## src/pattern_stage_pkg.sv

```systemverilog
package pattern_stage_pkg;

  // ---------------------------------------------------------------
  // Register indices and byte addresses
  // ---------------------------------------------------------------
  localparam int unsigned ADDR_W = 18;

  localparam logic [15:0] IDX_NONOVERLAP   = 16'h00A0;
  localparam logic [15:0] IDX_TRIG_SELECT  = 16'h00A1;
  localparam logic [15:0] IDX_UPPER_EN     = 16'h00A2;
  localparam logic [15:0] IDX_LOWER_EN     = 16'h00A3;
  localparam logic [15:0] IDX_UPPER_PRI    = 16'hFFA4;
  localparam logic [15:0] IDX_LOWER_PRI    = 16'hFFA5;
  localparam logic [15:0] IDX_UPPER_SEC    = 16'hFFA6;
  localparam logic [15:0] IDX_LOWER_SEC    = 16'hFFA7;
  localparam logic [15:0] IDX_PIN_STATE    = 16'h009F;

  localparam logic [ADDR_W-1:0] ADDR_NONOVERLAP  = {IDX_NONOVERLAP, 2'b00};
  localparam logic [ADDR_W-1:0] ADDR_TRIG_SELECT = {IDX_TRIG_SELECT, 2'b00};
  localparam logic [ADDR_W-1:0] ADDR_UPPER_EN    = {IDX_UPPER_EN, 2'b00};
  localparam logic [ADDR_W-1:0] ADDR_LOWER_EN    = {IDX_LOWER_EN, 2'b00};
  localparam logic [ADDR_W-1:0] ADDR_UPPER_PRI   = {IDX_UPPER_PRI, 2'b00};
  localparam logic [ADDR_W-1:0] ADDR_LOWER_PRI   = {IDX_LOWER_PRI, 2'b00};
  localparam logic [ADDR_W-1:0] ADDR_UPPER_SEC   = {IDX_UPPER_SEC, 2'b00};
  localparam logic [ADDR_W-1:0] ADDR_LOWER_SEC   = {IDX_LOWER_SEC, 2'b00};
  localparam logic [ADDR_W-1:0] ADDR_PIN_STATE   = {IDX_PIN_STATE, 2'b00};

  // ---------------------------------------------------------------
  // Reset values and fixed read patterns
  // ---------------------------------------------------------------
  localparam logic [7:0]  RST_ENABLE      = 8'h00;
  localparam logic [7:0]  RST_TRIG_SELECT = 8'hFF;
  localparam logic [3:0]  RST_NONOVERLAP  = 4'h0;
  localparam logic [15:0] RST_STAGED      = 16'h0000;
  localparam logic [15:0] RST_PATTERN     = 16'h0000;
  localparam logic [7:0]  RESERVED_BYTE   = 8'hFF;
  localparam logic [3:0]  RESERVED_NIBBLE = 4'hF;
  localparam logic [3:0]  NONOVERLAP_PAD  = 4'hF;

  // ---------------------------------------------------------------
  // Field layout
  // ---------------------------------------------------------------
  localparam int unsigned GROUPS       = 4;
  localparam int unsigned GROUP_BITS   = 4;
  localparam int unsigned SEL_BITS     = 2;
  localparam int unsigned CHANNELS     = 4;
  localparam int unsigned NO_PIN_BIT   = 14;
  localparam int unsigned NO_PIN_PORTB = 6;

endpackage

```

## src/pattern_next_data_stage.sv

```systemverilog
// The APB slave port is this design's own decision.
`timescale 1ns/1ps
`default_nettype none

module pattern_next_data_stage
  import pattern_stage_pkg::*;
(
  input  wire logic              core_clk,
  input  wire logic              resetn,
  input  wire logic              clk_en,
  input  wire logic              psel,
  input  wire logic              penable,
  input  wire logic              pwrite,
  input  wire logic [ADDR_W-1:0] paddr,
  input  wire logic [31:0]       pwdata,
  output logic      [31:0]       prdata,
  output logic                   pready,
  output logic                   pslverr,
  input  wire logic [3:0]        cmp_match_a,
  input  wire logic [3:0]        cmp_match_b,
  output logic      [7:0]        port_a_pins,
  output logic      [7:0]        port_b_pins,
  output logic      [7:0]        port_a_oe,
  output logic      [7:0]        port_b_oe
);

  // ---------------------------------------------------------------
  // State
  // ---------------------------------------------------------------
  logic [7:0]  upper_byte_output_enable_q;
  logic [7:0]  lower_byte_output_enable_q;
  logic [7:0]  group_trigger_select_q;
  logic [3:0]  group_nonoverlap_enable_q;
  logic [15:0] staged_q;
  logic [15:0] pattern_q;
  logic [31:0] prdata_q;
  logic        err_q;
  logic [15:0] enables;
  logic        upper_shared;
  logic        lower_shared;
  logic [3:0]  trig_a;
  logic [3:0]  trig_b;
  logic        setup;
  logic        wr;
  logic [7:0]  wbyte;
  logic [7:0]  rbyte;
  logic        mapped;

  assign enables = {upper_byte_output_enable_q, lower_byte_output_enable_q};
  assign setup   = clk_en && psel && !penable;
  assign wr      = clk_en && psel && penable && pwrite;
  assign wbyte   = pwdata[7:0];

  // ---------------------------------------------------------------
  // Trigger selection and layout
  // ---------------------------------------------------------------
  always_comb begin
    for (int g = 0; g < GROUPS; g++) begin
      trig_a[g] = cmp_match_a[group_trigger_select_q[g*SEL_BITS +: SEL_BITS]];
      trig_b[g] = cmp_match_b[group_trigger_select_q[g*SEL_BITS +: SEL_BITS]];
    end
  end

  assign upper_shared = group_trigger_select_q[7:6] == group_trigger_select_q[5:4];
  assign lower_shared = group_trigger_select_q[3:2] == group_trigger_select_q[1:0];

  // ---------------------------------------------------------------
  // Read decode
  // ---------------------------------------------------------------
  always_comb begin
    rbyte  = 8'h00;
    mapped = 1'b1;
    unique case (paddr)
      ADDR_NONOVERLAP:  rbyte = {NONOVERLAP_PAD, group_nonoverlap_enable_q};
      ADDR_TRIG_SELECT: rbyte = group_trigger_select_q;
      ADDR_UPPER_EN:    rbyte = upper_byte_output_enable_q;
      ADDR_LOWER_EN:    rbyte = lower_byte_output_enable_q;
      ADDR_UPPER_PRI: begin
        if (upper_shared) begin
          rbyte = staged_q[15:8];
        end else begin
          rbyte = {staged_q[15:12], RESERVED_NIBBLE};
        end
      end
      ADDR_UPPER_SEC: begin
        if (upper_shared) begin
          rbyte = RESERVED_BYTE;
        end else begin
          rbyte = {RESERVED_NIBBLE, staged_q[11:8]};
        end
      end
      ADDR_LOWER_PRI: begin
        if (lower_shared) begin
          rbyte = staged_q[7:0];
        end else begin
          rbyte = {staged_q[7:4], RESERVED_NIBBLE};
        end
      end
      ADDR_LOWER_SEC: begin
        if (lower_shared) begin
          rbyte = RESERVED_BYTE;
        end else begin
          rbyte = {RESERVED_NIBBLE, staged_q[3:0]};
        end
      end
      ADDR_PIN_STATE:   rbyte = pattern_q[7:0];
      default:          mapped = 1'b0;
    endcase
  end

  // ---------------------------------------------------------------
  // APB answer
  // ---------------------------------------------------------------
  always_ff @(posedge core_clk or negedge resetn) begin
    if (!resetn) begin
      prdata_q <= 32'h0000_0000;
      err_q    <= 1'b0;
    end else if (setup) begin
      prdata_q <= (paddr == ADDR_PIN_STATE) ? {16'h0000, pattern_q} : {24'h00_0000, rbyte};
      err_q    <= !mapped;
    end
  end

  assign prdata  = prdata_q;
  assign pready  = clk_en;
  assign pslverr = psel && penable && err_q;

  // ---------------------------------------------------------------
  // Control registers
  // ---------------------------------------------------------------
  always_ff @(posedge core_clk or negedge resetn) begin
    if (!resetn) begin
      upper_byte_output_enable_q <= RST_ENABLE;
      lower_byte_output_enable_q <= RST_ENABLE;
      group_trigger_select_q     <= RST_TRIG_SELECT;
      group_nonoverlap_enable_q  <= RST_NONOVERLAP;
    end else if (wr) begin
      if (paddr == ADDR_UPPER_EN) begin
        upper_byte_output_enable_q <= wbyte;
      end
      if (paddr == ADDR_LOWER_EN) begin
        lower_byte_output_enable_q <= wbyte;
      end
      if (paddr == ADDR_TRIG_SELECT) begin
        group_trigger_select_q <= wbyte;
      end
      if (paddr == ADDR_NONOVERLAP) begin
        group_nonoverlap_enable_q <= wbyte[3:0];
      end
    end
  end

  // ---------------------------------------------------------------
  // Staging registers
  // ---------------------------------------------------------------
  always_ff @(posedge core_clk or negedge resetn) begin
    if (!resetn) begin
      staged_q <= RST_STAGED;
    end else if (wr) begin
      unique case (paddr)
        ADDR_UPPER_PRI: begin
          staged_q[15:12] <= wbyte[7:4];
          if (upper_shared) begin
            staged_q[11:8] <= wbyte[3:0];
          end
        end
        ADDR_UPPER_SEC: begin
          if (!upper_shared) begin
            staged_q[11:8] <= wbyte[3:0];
          end
        end
        ADDR_LOWER_PRI: begin
          staged_q[7:4] <= wbyte[7:4];
          if (lower_shared) begin
            staged_q[3:0] <= wbyte[3:0];
          end
        end
        ADDR_LOWER_SEC: begin
          if (!lower_shared) begin
            staged_q[3:0] <= wbyte[3:0];
          end
        end
        default: begin
        end
      endcase
    end
  end

  // ---------------------------------------------------------------
  // Pattern transfer
  // ---------------------------------------------------------------
  always_ff @(posedge core_clk or negedge resetn) begin
    if (!resetn) begin
      pattern_q <= RST_PATTERN;
    end else if (clk_en) begin
      for (int i = 0; i < 16; i++) begin
        if (enables[i]) begin
          if (trig_a[i/GROUP_BITS]) begin
            pattern_q[i] <= staged_q[i];
          end else if (group_nonoverlap_enable_q[i/GROUP_BITS] && trig_b[i/GROUP_BITS]) begin
            pattern_q[i] <= pattern_q[i] & staged_q[i];
          end
        end
      end
    end
  end

  assign port_a_pins = pattern_q[7:0];
  assign port_b_pins = {pattern_q[15], 1'b0, pattern_q[13:8]};
  assign port_a_oe   = lower_byte_output_enable_q;
  assign port_b_oe   = {upper_byte_output_enable_q[7], 1'b0, upper_byte_output_enable_q[5:0]};

  // ---------------------------------------------------------------
  // Checks
  // ---------------------------------------------------------------
  upper_gate_a: assert property (@(posedge core_clk) disable iff (!resetn)
    (upper_byte_output_enable_q == 8'h00) |=> $stable(pattern_q[15:8]))
    else $error("Upper pattern changed with all enables off.");

  lower_gate_a: assert property (@(posedge core_clk) disable iff (!resetn)
    (lower_byte_output_enable_q == 8'h00) |=> $stable(pattern_q[7:0]))
    else $error("Lower pattern changed with all enables off.");

  upper_shared_a: assert property (@(posedge core_clk) disable iff (!resetn)
    (setup && upper_shared && paddr == ADDR_UPPER_SEC) ##1 penable |-> prdata == 32'h0000_00FF)
    else $error("Shared upper secondary did not read all ones.");

  upper_split_a: assert property (@(posedge core_clk) disable iff (!resetn)
    (setup && !upper_shared && paddr == ADDR_UPPER_PRI) |=> prdata[3:0] == 4'hF)
    else $error("Split upper primary low nibble not ones.");

  lower_shared_a: assert property (@(posedge core_clk) disable iff (!resetn)
    (setup && lower_shared && paddr == ADDR_LOWER_SEC) |=> prdata[7:0] == 8'hFF)
    else $error("Shared lower secondary did not read all ones.");

  lower_split_a: assert property (@(posedge core_clk) disable iff (!resetn)
    (setup && !lower_shared && paddr == ADDR_LOWER_PRI) |=> prdata[3:0] == 4'hF)
    else $error("Split lower primary low nibble not ones.");

  lower_second_a: assert property (@(posedge core_clk) disable iff (!resetn)
    (setup && !lower_shared && paddr == ADDR_LOWER_SEC) |=> prdata[7:4] == 4'hF)
    else $error("Split lower secondary high nibble not ones.");

  no_pin_a: assert property (@(posedge core_clk) disable iff (!resetn)
    port_b_pins[NO_PIN_PORTB] == 1'b0 && port_b_oe[NO_PIN_PORTB] == 1'b0)
    else $error("Pattern bit without a pin was driven.");

  group_copy_a: assert property (@(posedge core_clk) disable iff (!resetn)
    (clk_en && lower_byte_output_enable_q[0] && cmp_match_a[group_trigger_select_q[1:0]])
      |=> port_a_pins[0] == $past(staged_q[0]))
    else $error("Group 0 did not take staged bit on its trigger.");

  nonoverlap_a: assert property (@(posedge core_clk) disable iff (!resetn)
    (clk_en && !trig_a[0] && (!group_nonoverlap_enable_q[0] || !trig_b[0]))
      |=> $stable(pattern_q[3:0]))
    else $error("Group 0 changed without its compare event.");

  upper_copy_a: assert property (@(posedge core_clk) disable iff (!resetn)
    (clk_en && upper_byte_output_enable_q[7] && trig_a[3])
      |=> pattern_q[15] == $past(staged_q[15]))
    else $error("Enabled upper bit did not take its staged value.");

  upper_block_a: assert property (@(posedge core_clk) disable iff (!resetn)
    (upper_byte_output_enable_q[4] == 1'b0)
      |=> $stable(pattern_q[12]))
    else $error("Disabled upper bit changed.");

  lower_copy_a: assert property (@(posedge core_clk) disable iff (!resetn)
    (clk_en && lower_byte_output_enable_q[4] && trig_a[1])
      |=> pattern_q[4] == $past(staged_q[4]))
    else $error("Enabled lower bit did not take its staged value.");

  lower_block_a: assert property (@(posedge core_clk) disable iff (!resetn)
    (lower_byte_output_enable_q[7] == 1'b0)
      |=> $stable(pattern_q[7]))
    else $error("Disabled lower bit changed.");

  upper_write_a: assert property (@(posedge core_clk) disable iff (!resetn)
    (wr && upper_shared && paddr == ADDR_UPPER_PRI)
      |=> staged_q[15:8] == $past(wbyte))
    else $error("Shared upper write did not fill the whole byte.");

  upper_ignore_a: assert property (@(posedge core_clk) disable iff (!resetn)
    (wr && upper_shared && paddr == ADDR_UPPER_SEC)
      |=> $stable(staged_q[11:8]))
    else $error("Shared upper secondary write changed staged data.");

  upper_keep_a: assert property (@(posedge core_clk) disable iff (!resetn)
    (wr && !upper_shared && paddr == ADDR_UPPER_PRI)
      |=> $stable(staged_q[11:8]))
    else $error("Split upper primary write touched group 2.");

  upper_high_a: assert property (@(posedge core_clk) disable iff (!resetn)
    (setup && !upper_shared && paddr == ADDR_UPPER_PRI)
      |=> prdata[7:4] == $past(staged_q[15:12]))
    else $error("Split upper primary did not read group 3.");

  upper_second_a: assert property (@(posedge core_clk) disable iff (!resetn)
    (setup && !upper_shared && paddr == ADDR_UPPER_SEC)
      |=> prdata[7:4] == 4'hF)
    else $error("Split upper secondary high nibble not ones.");

  lower_write_a: assert property (@(posedge core_clk) disable iff (!resetn)
    (wr && lower_shared && paddr == ADDR_LOWER_PRI)
      |=> staged_q[7:0] == $past(wbyte))
    else $error("Shared lower write did not fill the whole byte.");

  lower_keep_a: assert property (@(posedge core_clk) disable iff (!resetn)
    (wr && !lower_shared && paddr == ADDR_LOWER_PRI)
      |=> $stable(staged_q[3:0]))
    else $error("Split lower primary write touched group 0.");

  group_zero_a: assert property (@(posedge core_clk) disable iff (!resetn)
    (wr && !lower_shared && paddr == ADDR_LOWER_SEC)
      |=> staged_q[3:0] == $past(wbyte[3:0]))
    else $error("Split lower secondary write did not fill group 0.");

  hidden_bit_a: assert property (@(posedge core_clk) disable iff (!resetn)
    (clk_en && upper_byte_output_enable_q[6] && trig_a[3])
      |=> pattern_q[NO_PIN_BIT] == $past(staged_q[NO_PIN_BIT]))
    else $error("Pattern bit without a pin was not updated.");

  upper_select_a: assert property (@(posedge core_clk) disable iff (!resetn)
    (clk_en && upper_byte_output_enable_q[0] && cmp_match_a[group_trigger_select_q[5:4]])
      |=> pattern_q[8] == $past(staged_q[8]))
    else $error("Group 2 did not take staged bit on its trigger.");

  overlap_fall_a: assert property (@(posedge core_clk) disable iff (!resetn)
    (clk_en && lower_byte_output_enable_q[0] && group_nonoverlap_enable_q[0]
      && !trig_a[0] && trig_b[0])
      |=> !$rose(pattern_q[0]))
    else $error("Non-overlap group rose at compare B.");

  freeze_state_a: assert property (@(posedge core_clk) disable iff (!resetn)
    (!clk_en)
      |=> $stable(pattern_q) && $stable(staged_q))
    else $error("State changed while the clock enable was low.");

  layout_pick_a: assert property (@(posedge core_clk) disable iff (!resetn)
    (setup && paddr == ADDR_UPPER_PRI
      && group_trigger_select_q[7:6] == group_trigger_select_q[5:4])
      |=> prdata[3:0] == $past(staged_q[11:8]))
    else $error("Equal upper codes did not give the shared layout.");

endmodule

`default_nettype wire

```

## config.mk

```make
export PLATFORM = sky130hd
export DESIGN_NAME = pattern_next_data_stage
export DESIGN_NICKNAME = d
export VERILOG_FILES = /design/src/pattern_stage_pkg.sv /design/src/pattern_next_data_stage.sv
export SDC_FILE = /design/constraint.sdc
export NUM_CORES = 1
export LEC_CHECK = 0
export CORE_ASPECT_RATIO = 0.6
export CORE_MARGIN = 4
export CORE_UTILIZATION = 50
export CTS_CLUSTER_SIZE = 30
export DETAILED_ROUTE_END_ITERATION = 8
export DONT_BUFFER_PORTS = 1
export MAX_ROUTING_LAYER = met4
export SYNTH_ARGS = -nofsm -noshare
export SYNTH_HDL_FRONTEND = slang
export SYNTH_SLANG_ARGS = --single-unit
```

## constraint.sdc

```tcl
create_clock -name core_clk -period 2.1 [get_ports core_clk]
set_input_delay 0.315 -clock core_clk [delete_from_list [all_inputs] [get_ports core_clk]]
set_output_delay 0.315 -clock core_clk [all_outputs]
set_load 0.02 [all_outputs]
```

==> results.tsv <==
metric	value	unit
clock.fmax	506	MHz
totalWireLength	11400	um
drtPass1Iterations	8	
grt_pass1_vias	2985	
gp_congestion	0.967	
hold_viol	77	
synth_top_area_share	0.406	
num_vias	3120	
fp.dieW	127	um
clk_pin_slew	0.05	ns
cts-resized-gates	0	
synth-seq-cells	77	
dieArea	10100	um2
fin_area	4540	um2
path_class	register to register	
drt_iter0_markers	315	
powerDensity	682	nW/um2
min_path_type	primary input to async pin	
async_reset_ff_frac	1.00	
crit_fanout	5	
tritoncts	done	
numCtsBuffers	9	
start_util	0.527	
slowest_delay	0.59	ns
crit_buf_inv	0	
crit_family	simple AND/OR/NAND/NOR gates	
overflow	0	
final_layout_size_suffix_gt1_frac	0.277	
rsz0062_at_grt	no	
postCtsSetupRepairBufs	0	
tightestPinTransition	0.597	ns
finalNonFillerCells	502	
cts_max_level	3	
multi_input_area	1950	um2
io_pins	130	
start_kind	register	
cp-end-kind	register	
synth_cell_types	48	
antenna_cells	0	
grt_antenna_before_repair	0	
grt_pass1_wl	17700	um
dpl.hpwl	8770	um
grt_max_degree	78	
synth-seq-area-share	0.455	
layout_commonest_cell	dfrtp_1	
vias_per_cell	6.22	
maxCapViolations	0	
cp.arrival	2.19	ns
regArea	1940	um2
critPathSlowestCell	dfstp_2	
vdd_drop_max	0.421	mV
fillers	697	
rows	25	
crit_required	2.32	ns
route.detailed.drc	0	
clock_path_buffers	2	
drtAntennaViolNets	0	
status	finished with violations	
crit_chain	xor2_1 -> nor2_1 -> xnor2_1 -> or4_1 -> mux2_2	
fin_crit_sh	0.940	
synthCells	395	
synthFlopType	dfrtp_1	
drt-wirelength-per-cell	22.7	um
final_cell_mix	69 x dfrtp_1, 43 x mux2_2, 34 x nand2_1	
grt.total_usage	0.242	
synth_edf_count	0	
setup-violations-final	0	
cts_sinks	77	
final_max_slew_viol_count	0	
netlist_area	4250	um2
io_buffer_count	0	
dp.cells	487	
max-slew-margin-rel	0.592	
ys_top_cells_by_area	dfrtp_1 41%, mux2_2 12%, buf_4 7.4%	
core_area	8070	um2
fin_crit	1.97	ns
total_leakage_power	0.00204	uW
fin_skew	0.00222	ns
die_h	79.5	um
clk-insertion-delay-late	0.33	ns
yosys_warnings	0	
fin_nets	454	
areaGrowthSynthToFinish	6.74	%
root_buffer	clkbuf_16	
fin_hold_ws	-0.327	ns
syn_area_per_cell	10.8	um2
failed_checks	hold timing	
placed_cell_area	4280	um2
synth_area_leader_cell	dfrtp_1	
==> cells in the mapped netlist, drive strengths merged (10+ instances only) <==
| cell | n |
|---|---|
| mux4 | 10 |
| o21ai | 12 |
| nor2 | 18 |
| nand2 | 34 |
| mux2 | 44 |
| inv | 20 |
| a21oi | 23 |
| dfrtp | 69 |
| nand3 | 14 |
| a31oi | 20 |
| buf | 46 |
==> state kept, by name, indices dropped and copies added, names as in the netlist <==
register / count
err_q: 1
port_a_oe: 8
pattern_q: 16
upper_byte_output_enable_q: 8
group_nonoverlap_enable_q: 4
staged_q: 16
prdata: 16
group_trigger_select_q: 8
==> final timing paths <==
path	cells after the start	slack, ns	from	end
setup reg to reg	5	0.13	group_trigger_select_q[3]	staged_q[1]
setup / recovery	5	0.13	group_trigger_select_q[3]	staged_q[1]
hold / removal	0	-0.33	resetn	port_a_oe[5]
max in group asynchronous	0	2.24	resetn	group_trigger_select_q[6]
min in group core_clk	2	0.10	pwdata[6]	staged_q[6]
hold reg to reg	2	0.50	pattern_q[14]	prdata[14]
==> kinds of logic (layout without fill, tap and decap cells) <==
| family | after synthesis | after routing | share of synthesized area |
|---|---|---|---|
| other | 1 | 18 | 0.000882 |
| xor gates and xnor gates | 6 | 6 | 0.0124 |
| AOI/OAI and AO/OA | 72 | 72 | 0.106 |
| muxes | 54 | 54 | 0.169 |
| DFF | 77 | 77 | 0.455 |
| buffers and inverters | 74 | 56 | 0.105 |
| and+or+nand+nor | 111 | 111 | 0.151 |
==> area by class of cell <==
type                       count  area share
timing repair buffer          21      0.0402
multi-input combinational    261       0.430
tap                          108      0.0298
clock buffer                  13      0.0551
sequential                    77       0.427
inverter                      20      0.0165
clock inverter                 2     0.00220
==> stage by stage <==
stage	util	hold WS [ns]	TNS [ns]	worst slack, ns	power (uW)
floorplan	-	0.0194	-0.0221	-0.00822	1740
global placement	0.530	0.0209	-5.17	-0.143	1740
detailed placement	0.530	0.0207	-5.04	-0.142	1740
CTS	0.563	-0.343	0	0.133	3140
global route	0.563	-0.351	0	0.0630	3240
finish	0.563	-0.327	0	0.126	3100
==> routing by layer <==
metal	global-route usage	wire length, um
met4	0.0589	121
met5	-	0
met2	0.312	4550
met1	0.345	5230
met3	0.108	1500
==> power breakdown <==
| group | total, uW | leakage (uW) | switching, uW | internal [uW] |
|---|---|---|---|---|
| logic | 148 | 0.000908 | 92.6 | 55.9 |
| registers | 1570 | 0.00101 | 54.7 | 1510 |
| clock network | 1380 | 0.000129 | 561 | 822 |
No activity file was read; power rests on OpenSTA's default activity.
